File: config.mk
export PLATFORM = sky130hd
export DESIGN_NAME = pin_drive_mode_port
export DESIGN_NICKNAME = d
export VERILOG_FILES = /design/src/design/pin_port_pkg.sv /design/src/design/pin_drive_mode_port.sv
export VERILOG_INCLUDE_DIRS = /design/src /design/src/design
export SDC_FILE = /design/constraint.sdc
export NUM_CORES = 1
export LEC_CHECK = 0
export BUFFER_PORTS_ARGS = -buffer_cell sky130_fd_sc_hd__buf_4
export CORE_MARGIN = 3
export CORE_UTILIZATION = 40
export CTS_CLUSTER_DIAMETER = 100
export CTS_CLUSTER_SIZE = 16
export DETAILED_ROUTE_END_ITERATION = 10
export GPL_TIMING_DRIVEN = 0
export SLEW_MARGIN = 5
export SYNTH_ARGS = -nofsm -noshare
export SYNTH_HDL_FRONTEND = slang
export SYNTH_SLANG_ARGS = --single-unit
File: constraint.sdc
create_clock -name ref_clk -period 3.5 [get_ports ref_clk]
set_input_delay 0.875 -clock ref_clk [delete_from_list [all_inputs] [get_ports ref_clk]]
set_output_delay 0.875 -clock ref_clk [all_outputs]
set_load 0.005 [all_outputs]
File: src/design/pin_port_params.svh
/*
  Register offsets, reset values and field layouts of the pin port.
  Assumes a 32-bit APB slave with byte addresses and word registers.
*/
`ifndef PIN_PORT_PARAMS_SVH
`define PIN_PORT_PARAMS_SVH

`define OFS_OUTPUT_VALUE 8'h00
`define OFS_CODE_LOW 8'h04
`define OFS_CODE_MID 8'h08
`define OFS_CODE_HIGH 8'h0c
`define OFS_FABRIC_OUT_EN 8'h10
`define OFS_FABRIC_IN_EN 8'h14
`define OFS_PIN_STATE 8'h18
`define OFS_IRQ_STATUS 8'h1c
`define OFS_IRQ_MASK 8'h20
`define OFS_RISE_EN 8'h24
`define OFS_FALL_EN 8'h28
`define OFS_RESET_CONFIG 8'h2c
`define OFS_THRESHOLD 8'h30

`define ADDR_LSB 2
`define ADDR_MSB 7

`define RST_CFG_WIDTH 2
`define RST_CFG_NONE 2'h0
`define RST_CFG_PULL_DOWN 2'h1
`define RST_CFG_PULL_UP 2'h2

`define DRIVE_OE 3
`define DRIVE_OUT 2
`define DRIVE_PU 1
`define DRIVE_PD 0

`endif

File: src/design/pin_port_pkg.sv
/*
  Types shared by the pin port: drive codes and the start-up sequence.
  Assumes pin_port_params.svh is on the include path.
*/
package pin_port_pkg;

  typedef enum logic [2:0] {
    DM_ANALOG_HIZ = 3'b000,
    DM_DIGITAL_HIZ = 3'b001,
    DM_RES_PULL_UP = 3'b010,
    DM_RES_PULL_DOWN = 3'b011,
    DM_OPEN_DRAIN_LOW = 3'b100,
    DM_OPEN_DRAIN_HIGH = 3'b101,
    DM_STRONG = 3'b110,
    DM_RES_BOTH = 3'b111
  } drive_mode_type;

  typedef enum logic [0:0] {
    BOOT_LOAD = 1'b0,
    BOOT_RUN = 1'b1
  } boot_state_type;

endpackage

File: src/design/pin_drive_mode_port.sv
/*
  One I/O port: per-pin drive mode, output source selection, pin sampling,
  pin-change interrupts with wakeup, reset configuration load and shared
  input thresholds for pin pairs, all reached over APB.
  Assumes pins, fabric signals and nonvolatile data are synchronous to
  ref_clk, and that the pad turns oe, out, pull_up and pull_down into a
  pin level.
*/
// Our own choices: the register addresses and the APB interface to the registers.
`timescale 1ns/1ps
`include "pin_port_params.svh"

module pin_drive_mode_port
  import pin_port_pkg::*;
#(
  parameter int PINS = 8,
  parameter int THR_W = 4
) (
  input wire logic ref_clk,
  input wire logic rst,
  input wire logic psel,
  input wire logic penable,
  input wire logic pwrite,
  input wire logic [31:0] paddr,
  input wire logic [31:0] pwdata,
  output logic [31:0] prdata,
  output logic pready,
  output logic pslverr,
  input wire logic [PINS-1:0] pin_in,
  output logic [PINS-1:0] pin_out,
  output logic [PINS-1:0] pin_oe,
  output logic [PINS-1:0] pin_pull_up,
  output logic [PINS-1:0] pin_pull_down,
  input wire logic [PINS-1:0] fabric_out,
  output logic [PINS-1:0] fabric_in,
  input wire logic [`RST_CFG_WIDTH-1:0] nv_reset_config,
  input wire logic low_power,
  output logic [PINS*THR_W-1:0] pin_threshold,
  output logic irq,
  output logic wakeup_req
);

  localparam int PAIRS = PINS / 2;

  // Software registers, sampled pin state and boot state.
  logic [PINS-1:0] port_output_value;
  logic [PINS-1:0] drive_code_bit_low;
  logic [PINS-1:0] drive_code_bit_mid;
  logic [PINS-1:0] drive_code_bit_high;
  logic [PINS-1:0] fabric_out_enable;
  logic [PINS-1:0] fabric_in_enable;
  logic [PINS-1:0] irq_status;
  logic [PINS-1:0] irq_mask;
  logic [PINS-1:0] rise_enable;
  logic [PINS-1:0] fall_enable;
  logic [`RST_CFG_WIDTH-1:0] reset_config;
  logic [PAIRS*THR_W-1:0] threshold_pairs;
  logic [PINS-1:0] pin_state;
  logic [PINS-1:0] prev_state;
  boot_state_type boot_state;

  logic [PINS-1:0] next_port_output_value;
  logic [PINS-1:0] next_drive_code_bit_low;
  logic [PINS-1:0] next_drive_code_bit_mid;
  logic [PINS-1:0] next_drive_code_bit_high;
  logic [PINS-1:0] next_fabric_out_enable;
  logic [PINS-1:0] next_fabric_in_enable;
  logic [PINS-1:0] next_irq_status;
  logic [PINS-1:0] next_irq_mask;
  logic [PINS-1:0] next_rise_enable;
  logic [PINS-1:0] next_fall_enable;
  logic [`RST_CFG_WIDTH-1:0] next_reset_config;
  logic [PAIRS*THR_W-1:0] next_threshold_pairs;
  logic [PINS-1:0] next_pin_state;
  logic [PINS-1:0] next_prev_state;
  boot_state_type next_boot_state;
  logic [31:0] next_prdata;
  logic next_pready;
  logic next_pslverr;
  logic next_irq;
  logic next_wakeup_req;

  // Pin-facing state.
  logic [PINS-1:0] next_pin_out;
  logic [PINS-1:0] next_pin_oe;
  logic [PINS-1:0] next_pin_pull_up;
  logic [PINS-1:0] next_pin_pull_down;
  logic [PINS-1:0] next_fabric_in;
  logic [PINS*THR_W-1:0] next_pin_threshold;

  // Decodes a word address; returns one when a register sits there.
  function automatic logic addr_known(input logic [31:0] addr);
    logic [7:0] ofs;
    ofs = addr[7:0];
    addr_known = (addr[31:8] == 24'h000000) &&
                 (ofs[`ADDR_LSB-1:0] == 2'h0) &&
                 (ofs <= `OFS_THRESHOLD);
  endfunction

  // Pad controls {oe, out, pull_up, pull_down} for a code and output bit.
  function automatic logic [3:0] drive_pad(input logic [2:0] code,
                                           input logic bit_value);
    logic [3:0] pad;
    pad = 4'h0;
    unique case (drive_mode_type'(code))
      DM_ANALOG_HIZ, DM_DIGITAL_HIZ: begin
        pad = 4'h0;
      end
      DM_RES_PULL_UP: begin
        pad = bit_value ? 4'b0010 : 4'b1000;
      end
      DM_RES_PULL_DOWN: begin
        pad = bit_value ? 4'b1100 : 4'b0001;
      end
      DM_OPEN_DRAIN_LOW: begin
        pad = bit_value ? 4'b0000 : 4'b1000;
      end
      DM_OPEN_DRAIN_HIGH: begin
        pad = bit_value ? 4'b1100 : 4'b0000;
      end
      DM_STRONG: begin
        pad = {1'b1, bit_value, 2'b00};
      end
      DM_RES_BOTH: begin
        pad = bit_value ? 4'b0010 : 4'b0001;
      end
    endcase
    drive_pad = pad;
  endfunction

  // Bus, register and interrupt next values.
  always_comb begin
    logic setup;
    logic access;
    logic wr;
    logic [7:0] ofs;
    logic [PINS-1:0] events;
    logic [PINS-1:0] wdata;
    setup = 1'b0;
    access = 1'b0;
    wr = 1'b0;
    ofs = 8'h00;
    events = '0;
    wdata = '0;
    next_port_output_value = port_output_value;
    next_drive_code_bit_low = drive_code_bit_low;
    next_drive_code_bit_mid = drive_code_bit_mid;
    next_drive_code_bit_high = drive_code_bit_high;
    next_fabric_out_enable = fabric_out_enable;
    next_fabric_in_enable = fabric_in_enable;
    next_irq_mask = irq_mask;
    next_rise_enable = rise_enable;
    next_fall_enable = fall_enable;
    next_reset_config = reset_config;
    next_threshold_pairs = threshold_pairs;
    next_boot_state = boot_state;
    next_prdata = prdata;
    next_pslverr = pslverr;
    next_pin_state = pin_in;
    next_prev_state = pin_state;

    // Edge detection keeps running in low power so a pin can wake the chip.
    events = (pin_state & ~prev_state & rise_enable) |
             (~pin_state & prev_state & fall_enable);

    setup = psel && !penable;
    access = psel && penable && pready;
    wr = access && pwrite && addr_known(paddr);
    ofs = paddr[7:0];
    wdata = pwdata[PINS-1:0];

    // Zero wait states: the answer is prepared in the setup cycle.
    next_pready = setup;
    if (setup) begin
      next_pslverr = !addr_known(paddr);
      next_prdata = 32'h00000000;
      if (addr_known(paddr)) begin
        unique case (ofs)
          `OFS_OUTPUT_VALUE: next_prdata[PINS-1:0] = port_output_value;
          `OFS_CODE_LOW: next_prdata[PINS-1:0] = drive_code_bit_low;
          `OFS_CODE_MID: next_prdata[PINS-1:0] = drive_code_bit_mid;
          `OFS_CODE_HIGH: next_prdata[PINS-1:0] = drive_code_bit_high;
          `OFS_FABRIC_OUT_EN: next_prdata[PINS-1:0] = fabric_out_enable;
          `OFS_FABRIC_IN_EN: next_prdata[PINS-1:0] = fabric_in_enable;
          `OFS_PIN_STATE: next_prdata[PINS-1:0] = pin_state;
          `OFS_IRQ_STATUS: next_prdata[PINS-1:0] = irq_status;
          `OFS_IRQ_MASK: next_prdata[PINS-1:0] = irq_mask;
          `OFS_RISE_EN: next_prdata[PINS-1:0] = rise_enable;
          `OFS_FALL_EN: next_prdata[PINS-1:0] = fall_enable;
          `OFS_RESET_CONFIG: begin
            next_prdata[`RST_CFG_WIDTH-1:0] = reset_config;
          end
          `OFS_THRESHOLD: begin
            next_prdata[PAIRS*THR_W-1:0] = threshold_pairs;
          end
          default: next_prdata = 32'h00000000;
        endcase
      end
    end else if (access) begin
      next_pslverr = 1'b0;
    end

    if (wr) begin
      unique case (ofs)
        `OFS_OUTPUT_VALUE: next_port_output_value = wdata;
        `OFS_CODE_LOW: next_drive_code_bit_low = wdata;
        `OFS_CODE_MID: next_drive_code_bit_mid = wdata;
        `OFS_CODE_HIGH: next_drive_code_bit_high = wdata;
        `OFS_FABRIC_OUT_EN: next_fabric_out_enable = wdata;
        `OFS_FABRIC_IN_EN: next_fabric_in_enable = wdata;
        `OFS_IRQ_MASK: next_irq_mask = wdata;
        `OFS_RISE_EN: next_rise_enable = wdata;
        `OFS_FALL_EN: next_fall_enable = wdata;
        `OFS_THRESHOLD: begin
          next_threshold_pairs = pwdata[PAIRS*THR_W-1:0];
        end
        default: next_reset_config = reset_config;
      endcase
    end

    // A new event wins over a write-one-to-clear in the same cycle.
    next_irq_status = irq_status;
    if (wr && ofs == `OFS_IRQ_STATUS) begin
      next_irq_status = irq_status & ~wdata;
    end
    next_irq_status = next_irq_status | events;

    // The nonvolatile image is caught one edge after reset release.
    unique case (boot_state)
      BOOT_LOAD: begin
        next_boot_state = BOOT_RUN;
        next_reset_config = nv_reset_config;
        if (nv_reset_config == `RST_CFG_PULL_UP) begin
          next_drive_code_bit_high = '0;
          next_drive_code_bit_mid = '1;
          next_drive_code_bit_low = '0;
          next_port_output_value = '1;
        end else if (nv_reset_config == `RST_CFG_PULL_DOWN) begin
          next_drive_code_bit_high = '0;
          next_drive_code_bit_mid = '1;
          next_drive_code_bit_low = '1;
          next_port_output_value = '0;
        end
      end
      BOOT_RUN: begin
        next_boot_state = BOOT_RUN;
      end
    endcase

    next_irq = |(next_irq_status & next_irq_mask);
    next_wakeup_req = low_power && next_irq;
  end

  // Pin drive next values.
  always_comb begin
    logic [2:0] code;
    logic bit_value;
    logic [3:0] pad;
    code = 3'h0;
    bit_value = 1'b0;
    pad = 4'h0;
    next_pin_out = pin_out;
    next_pin_oe = pin_oe;
    next_pin_pull_up = pin_pull_up;
    next_pin_pull_down = pin_pull_down;
    next_fabric_in = pin_state & fabric_in_enable;
    for (int i = 0; i < PINS; i++) begin
      code = {drive_code_bit_high[i], drive_code_bit_mid[i],
              drive_code_bit_low[i]};
      bit_value = fabric_out_enable[i] ? fabric_out[i] :
                  port_output_value[i];
      pad = drive_pad(code, bit_value);
      // Pads freeze in low power; the fabric may stop or glitch then.
      if (!low_power) begin
        next_pin_oe[i] = pad[`DRIVE_OE];
        next_pin_out[i] = pad[`DRIVE_OUT];
        next_pin_pull_up[i] = pad[`DRIVE_PU];
        next_pin_pull_down[i] = pad[`DRIVE_PD];
      end
    end
    for (int p = 0; p < PAIRS; p++) begin
      next_pin_threshold[2*p*THR_W +: THR_W] =
        threshold_pairs[p*THR_W +: THR_W];
      next_pin_threshold[(2*p+1)*THR_W +: THR_W] =
        threshold_pairs[p*THR_W +: THR_W];
    end
    if (PINS > 2 * PAIRS) begin
      next_pin_threshold[PINS*THR_W-1 -: THR_W] = '0;
    end
  end

  always_ff @(posedge ref_clk) begin
    if (rst) begin
      port_output_value <= '0;
      drive_code_bit_low <= '0;
      drive_code_bit_mid <= '0;
      drive_code_bit_high <= '0;
      fabric_out_enable <= '0;
      fabric_in_enable <= '0;
      irq_status <= '0;
      irq_mask <= '0;
      rise_enable <= '0;
      fall_enable <= '0;
      reset_config <= `RST_CFG_NONE;
      threshold_pairs <= '0;
      pin_state <= '0;
      prev_state <= '0;
      boot_state <= BOOT_LOAD;
      prdata <= 32'h00000000;
      pready <= 1'b0;
      pslverr <= 1'b0;
      irq <= 1'b0;
      wakeup_req <= 1'b0;
    end else begin
      port_output_value <= next_port_output_value;
      drive_code_bit_low <= next_drive_code_bit_low;
      drive_code_bit_mid <= next_drive_code_bit_mid;
      drive_code_bit_high <= next_drive_code_bit_high;
      fabric_out_enable <= next_fabric_out_enable;
      fabric_in_enable <= next_fabric_in_enable;
      irq_status <= next_irq_status;
      irq_mask <= next_irq_mask;
      rise_enable <= next_rise_enable;
      fall_enable <= next_fall_enable;
      reset_config <= next_reset_config;
      threshold_pairs <= next_threshold_pairs;
      pin_state <= next_pin_state;
      prev_state <= next_prev_state;
      boot_state <= next_boot_state;
      prdata <= next_prdata;
      pready <= next_pready;
      pslverr <= next_pslverr;
      irq <= next_irq;
      wakeup_req <= next_wakeup_req;
    end
  end

  // Reset overrides low-power hold so pads go to code 0 at once.
  always_ff @(posedge ref_clk) begin
    if (rst) begin
      pin_out <= '0;
      pin_oe <= '0;
      pin_pull_up <= '0;
      pin_pull_down <= '0;
      fabric_in <= '0;
      pin_threshold <= '0;
    end else begin
      pin_out <= next_pin_out;
      pin_oe <= next_pin_oe;
      pin_pull_up <= next_pin_pull_up;
      pin_pull_down <= next_pin_pull_down;
      fabric_in <= next_fabric_in;
      pin_threshold <= next_pin_threshold;
    end
  end

endmodule // pin_drive_mode_port

### Yosys cells after proc, flatten, opt, wreduce, memory -nomap -nowiden

Cells that the tools add are included.

* order comparisons: 1
* muxes and demuxes: 86
* reduce and logical (&&, ||, !) cells: 37
* bitwise gates (word level): 12
* equality and inequality tests: 70

Operator list (number)
* $pmux W4 S7: 8
* $mux W8: 24
* $mux W4: 32
* $eq A3 B3 Y1 const B: 32
* $pmux W6 S12: 1
* $and A8 B8 Y8: 7
* $eq A3 B2 Y1 const B: 16
* $eq A8 B6 Y1 const B: 5
* $eq A8 B5 Y1 const B: 4
* $pmux W2 S13: 1
* $eq A3 B1 Y1 const B: 8
* $logic_not A24 Y1: 1
* $logic_not A3 Y1: 8
* $not A8 Y8: 3
* $eq A8 B4 Y1 const B: 2
* $mux W16: 1
* $mux W2: 8
* $or A8 B8 Y8: 2
* $reduce_or A2 Y1: 8
* $mux W1: 11
* $reduce_and A2 Y1: 5
* $logic_and A1 B1 Y1: 9
* $eq A8 B3 Y1 const B: 1
* $le A8 B6 Y1 const B: 1
* 7 further kinds: 8

* word-level logic and storage cells: 232
* flip-flop bits (word level): 223
* output and inout bits: 108
* input bits: 88

### Depth between registers and ports, before layout

* depth after elaboration: 10
* mapped depth: 10
* gate-level depth less buffers: 6

### Worst setup path after synthesis

OpenSTA, ideal clock, no wires.

* path type: input to register
* start: in paddr[7]
* end: reg irq
* stages: 8
* library setup time: 138 ps
* arrival time: 2797 ps
* buffers on the path: 2
* required time: 3362 ps
* path slack: 565 ps
* path through: buf_2 nor4_2 and4_1 clkbuf_1 and3_1 mux2_2 a2111oi_1 a21oi_1

* word-level cells in the longest chain between the ends: 8
* elaborated cells between the ends (all ways): 12
* classes of those cells: 1 x order compare; 2 x eq/ne; 3 x mux; 2 x bitwise; 4 x reduce/logical

Ends and longest elaborated chain
* start, declared: line pin_drive_mode_port.sv:24 `input wire logic [31:0] paddr,`
* $le A8 B6 Y1 (no source line)
* $logic_and A1 B1 Y1: line pin_drive_mode_port.sv:95 `addr_known = (addr[31:8] == 24'h000000) &&`
* $logic_and A1 B1 Y1: line pin_drive_mode_port.sv:168 `wr = access && pwrite && addr_known(paddr);`
* $logic_and A1 B1 Y1 (no source line)
* $mux W8: line pin_drive_mode_port.sv:223 `` if (wr && ofs == `OFS_IRQ_STATUS) begin ``
* $or A8 B8 Y8: line pin_drive_mode_port.sv:226 `next_irq_status = next_irq_status | events;`
* $and A8 B8 Y8 (*): line pin_drive_mode_port.sv:250 `next_irq = |(next_irq_status & next_irq_mask);`
* $reduce_or A8 Y1 (*): line pin_drive_mode_port.sv:250
* end signal, assigned: line pin_drive_mode_port.sv:333 `irq <= next_irq;`
* end, declared: line pin_drive_mode_port.sv:39 `output logic irq,`

Every way passes the cells marked *; elsewhere a longest branch is shown, timed or not.
A chain may end at the register's enable or synchronous reset.

### Final worst setup path

* start: in paddr[4]
* end: reg fabric_out_enable[7]

* word-level cells in the longest chain between the ends: 4
* elaborated cells between the ends (all ways): 5
* classes of those cells: 1 x order compare; 1 x eq/ne; 3 x reduce/logical

Ends and longest elaborated chain
* $le A8 B6 Y1 (no source line)
* $logic_and A1 B1 Y1: line pin_drive_mode_port.sv:95
* $logic_and A1 B1 Y1: line pin_drive_mode_port.sv:168
* $reduce_and A2 Y1 (no source line) (*)
* end signal, assigned: line pin_drive_mode_port.sv:319 `fabric_out_enable <= next_fabric_out_enable;`
* end, declared: line pin_drive_mode_port.sv:50 `logic [PINS-1:0] fabric_out_enable;`

Marked as above.

==> flow_summary_export.csv <==
group,metric,value,unit
critical_path,end_kind,"register",
layout,diodes,0,
power_and_ir_drop,comb_power_share,8.1,%
yosys,synth-simple-area-share,24.55,%
yosys,yosys.cell_types.count,55,
clock_tree,tritoncts,"built",
yosys,post_synth_inst_count,1057,
yosys,syn_avg_cell_area,8.106,um2
yosys,synth-adder-area-share,0,%
layout,nNetsFinal,1336,
layout,filler_cell_count,2083,
floorplan,num_rows,52,
yosys,ys_dominant_reg_cell,"sky130_fd_sc_hd__dfxtp_1",
sta,fin_skew,0.01082,ns
routing,drt_pre_antenna_iters,6,
sta,setup_viol,0,
global_route,grt.total_usage,25.53,%
global_route,antenna_found_initial,0,
power_and_ir_drop,pwr_density_cell,414.9,nW/um2
power_and_ir_drop,internal_power,3.272,mW
floorplan,num_io_pins,196,
power_and_ir_drop,power.share.clock,41.7,%
sta,slew-limit-headroom,38.54,%
place,gp_routability_congestion,0.9319,
routing,number_of_drc_violations_after_detailed_routing_iteration_0,778,
yosys,post_synth_xor_area_fraction,2.453,%
critical_path,regToRegStartpoint,"pready",
place,port_buffers,157,
power_and_ir_drop,vdd_ir_drop_max,0.3104,mV
clock_tree,cts_made_buffers,17,
sta,finalHoldViolations,0,
floorplan,initial_utilization,41.54,%
global_route,gr-total-overflow,0,
clock_tree,numClockSinks,191,
sta,clock.fmax,0.3148,GHz
layout,mostFrequentLayoutCell,"sky130_fd_sc_hd__nand2_1",
critical_path,worst-endpoint-arrival,3.46,ns
floorplan,dieArea,23210,um2
yosys,ys_async_sr_fraction,0,%
layout,multiInputGateArea,4156,um2
sta,unrepaired_setup_endpoints_after_global_routing,"no",
power_and_ir_drop,p_seq_share,50.1,%
clock_tree,cts-root-to-sink-buffers,2,
flow_run,max_capacitance_violation_count,0,
clock_tree,postCtsSetupRepairBufs,0,
clock_tree,clock_insertion_delay_worst_skew,0.44,ns
clock_tree,cts_resized,0,
layout,registers_with_the_most_flip_flops,"pin_threshold (16), prdata (16), threshold_pairs (16)",
routing,drcViolationCount,0,
hold_path,min-delay-start,"prdata[4]",
critical_path,worst_ep_required_time,3.79,ns
layout,area.sequential,3824,um2
global_route,grt_start_max_net_pins,19,
critical_path,crit_path_start_kind,"input pin",
layout,layout.cells.most_common_list,"208 x sky130_fd_sc_hd__nand2_1, 191 x sky130_fd_sc_hd__dfxtp_1, 189 x sky130_fd_sc_hd__buf_4, 131 x sky130_fd_sc_hd__a21oi_1, 68 x sky130_fd_sc_hd__nor2_1",
layout,area_growth,24.90,%
layout,fraction_of_layout_cells_with_a_size_suffix_above_1,21.83,%
clock_tree,cts_hold_buffers,0,
yosys,synth.mux.area_fraction,3.271,%
clock_tree,ctsRootBufferMaster,"sky130_fd_sc_hd__clkbuf_16",
power_and_ir_drop,power.share.switching,26.30,%
routing,routed_via_density,5.413,
floorplan,die_w,152.4,um
routing,post_drt_wl_per_cell,19.97,um
routing,antenna_left,0,
yosys,number_of_register_bits_inferred_by_synthesis,191,
global_route,grt_pass1_wl,46140,um
yosys,syn-cell-area,8568,um2
yosys,synth-seq-area-share,44.63,%
sta,pins_over_their_slew_limit,0,
hold_path,timing.hold.worst.class,"register to register",
routing,detailroute.via_count,8282,
clock_tree,cts_htree_levels,4,
floorplan,die_h,152.4,um
yosys,dominant_combinational_cell_family_by_area_after_synthesis,"simple AND/OR/NAND/NOR gates",
power_and_ir_drop,p_switching,1.168,mW
yosys,total_number_of_yosys_warnings,0,
yosys,synth-edff-count,0,
sta,post-route-period-util,90.76,%
critical_path,crit_path_start,"paddr[4]",
sta,final_period_minus_worst_setup_slack,3.177,ns
routing,finalWirelength,30550,um
sta,tightest_slew,0.9143,ns
floorplan,core_area,20620,um2
sta,setup-tns-final,0,ns
run_status,status,"completed",
yosys,compound_gate_portion_of_the_synthesized_area,17.39,%
power_and_ir_drop,p_leak,4.201,nW
global_route,grt_pass1_vias,7524,
critical_path,crit_path_max_fanout,10,
sta,final_worst_hold_slack,0.4602,ns
critical_path,worst-setup-path-type,"input pin to register",
place,place.detailed.hpwl,22790,um
clock_tree,clk_pin_slew_worst_paths,0.07,ns
layout,final_core_util,51.89,%
[power by group through the flow]
| stage | Sequential [mW] | Combinational (mW) | Clock [mW] |
|---|---|---|---|
| 3_5_place_dp | 2.28 | 0.355 | 0 |
| 3_3_place_gp | 2.28 | 0.352 | 0 |
| 2_1_floorplan | 2.27 | 0.191 | 0 |
| 6_report | 2.23 | 0.361 | 1.85 |
| 5_1_grt | 2.23 | 0.391 | 1.97 |
| 4_1_cts | 2.23 | 0.356 | 1.88 |
[final timing paths]
path | end | slack (ns) | depth (start not counted)
max reg2reg | fabric_out_enable[7] | 0.81 | 7
max | fabric_out_enable[7] | 0.32 | 7
min reg2reg | prdata[4] | 0.46 | 2
min | prdata[4] | 0.46 | 2
[cells in the mapped netlist (2+ instances only)]
cell type,instances,area share (%)
sky130_fd_sc_hd__nand4_1,12,0.88
sky130_fd_sc_hd__nor2_2,2,0.15
sky130_fd_sc_hd__nor4b_1,2,0.20
sky130_fd_sc_hd__xnor2_1,8,0.82
sky130_fd_sc_hd__clkbuf_1,61,2.7
sky130_fd_sc_hd__xor2_1,16,1.6
sky130_fd_sc_hd__nand3b_1,2,0.18
sky130_fd_sc_hd__and2_0,3,0.22
sky130_fd_sc_hd__o31ai_1,14,1.2
sky130_fd_sc_hd__a222oi_1,3,0.35
sky130_fd_sc_hd__mux2_2,16,2.1
sky130_fd_sc_hd__a21oi_1,131,7.7
sky130_fd_sc_hd__a221oi_1,2,0.20
sky130_fd_sc_hd__nor2_1,68,3.0
sky130_fd_sc_hd__a22oi_1,29,2.5
sky130_fd_sc_hd__nor2b_1,35,2.6
sky130_fd_sc_hd__nand2b_1,3,0.22
sky130_fd_sc_hd__and4_1,3,0.31
sky130_fd_sc_hd__a31oi_1,22,1.6
sky130_fd_sc_hd__buf_2,21,1.2
sky130_fd_sc_hd__nand2_1,208,9.1
sky130_fd_sc_hd__inv_1,7,0.31
sky130_fd_sc_hd__nor4_2,4,0.58
sky130_fd_sc_hd__a2111oi_1,2,0.23
sky130_fd_sc_hd__buf_4,32,2.8
sky130_fd_sc_hd__o211ai_1,2,0.18
sky130_fd_sc_hd__nor3_1,25,1.5
sky130_fd_sc_hd__nor4_1,6,0.44
sky130_fd_sc_hd__and3_1,8,0.58
sky130_fd_sc_hd__a22o_1,13,1.3
sky130_fd_sc_hd__dfxtp_1,191,45
sky130_fd_sc_hd__buf_1,11,0.48
sky130_fd_sc_hd__a32oi_1,11,1.1
sky130_fd_sc_hd__and2_1,23,1.7
sky130_fd_sc_hd__nor3b_1,2,0.18
sky130_fd_sc_hd__o21ai_0,9,0.53
sky130_fd_sc_hd__mux2i_1,10,1.2
sky130_fd_sc_hd__nand3_1,23,1.3
[per-layer routing]
layer / global-route usage [%] / share of wire, % / wire, um
met5: 0 / 0 / 0
met4: 7.962 / 2.5 / 767
met3: 5.623 / 8.7 / 2654
met2: 39.03 / 44 / 13490
met1: 36.09 / 45 / 13640
[worst max-delay path, stage by stage]
cell                       delay (ns)
sky130_fd_sc_hd__clkbuf_1        0.35
sky130_fd_sc_hd__nor4b_4         0.66
sky130_fd_sc_hd__buf_2           0.36
sky130_fd_sc_hd__buf_1           0.49
sky130_fd_sc_hd__nand3_1         0.46
sky130_fd_sc_hd__nand2_1         0.19
sky130_fd_sc_hd__a21oi_1         0.07
[cell type report]
type | count | area share (%)
plain buffers | 126 | 5.858
clock buffers | 17 | 3.975
clock inverters | 14 | 1.146
inverters | 8 | 0.2806
multi-input cells | 747 | 38.84
flip-flops and latches | 191 | 35.73
well taps | 270 | 3.157
repair buffers | 157 | 11.01
[cells by family after synthesis]
group,after synthesis
AND/OR/NAND/NOR,439
XOR/XNOR,24
AO/OA/AOI/OAI,242
other,1
multiplexers,26
flip-flops,191
buffers and inverters,134
[stage by stage]
stage / instance area, um2 / total power [mW] / setup WS (ns) / instances
finish: 10700 / 4.440 / 0.3232 / 1530
CTS: 10700 / 4.464 / 0.3890 / 1530
global route: 10700 / 4.594 / 0.1843 / 1530
floorplan: 8625 / 2.460 / 0.5653 / 1072
detailed placement: 10150 / 2.631 / -0.05999 / 1499
global placement: 10140 / 2.628 / -0.2374 / 1499
Note: power is estimated with default switching activity, not from simulation.
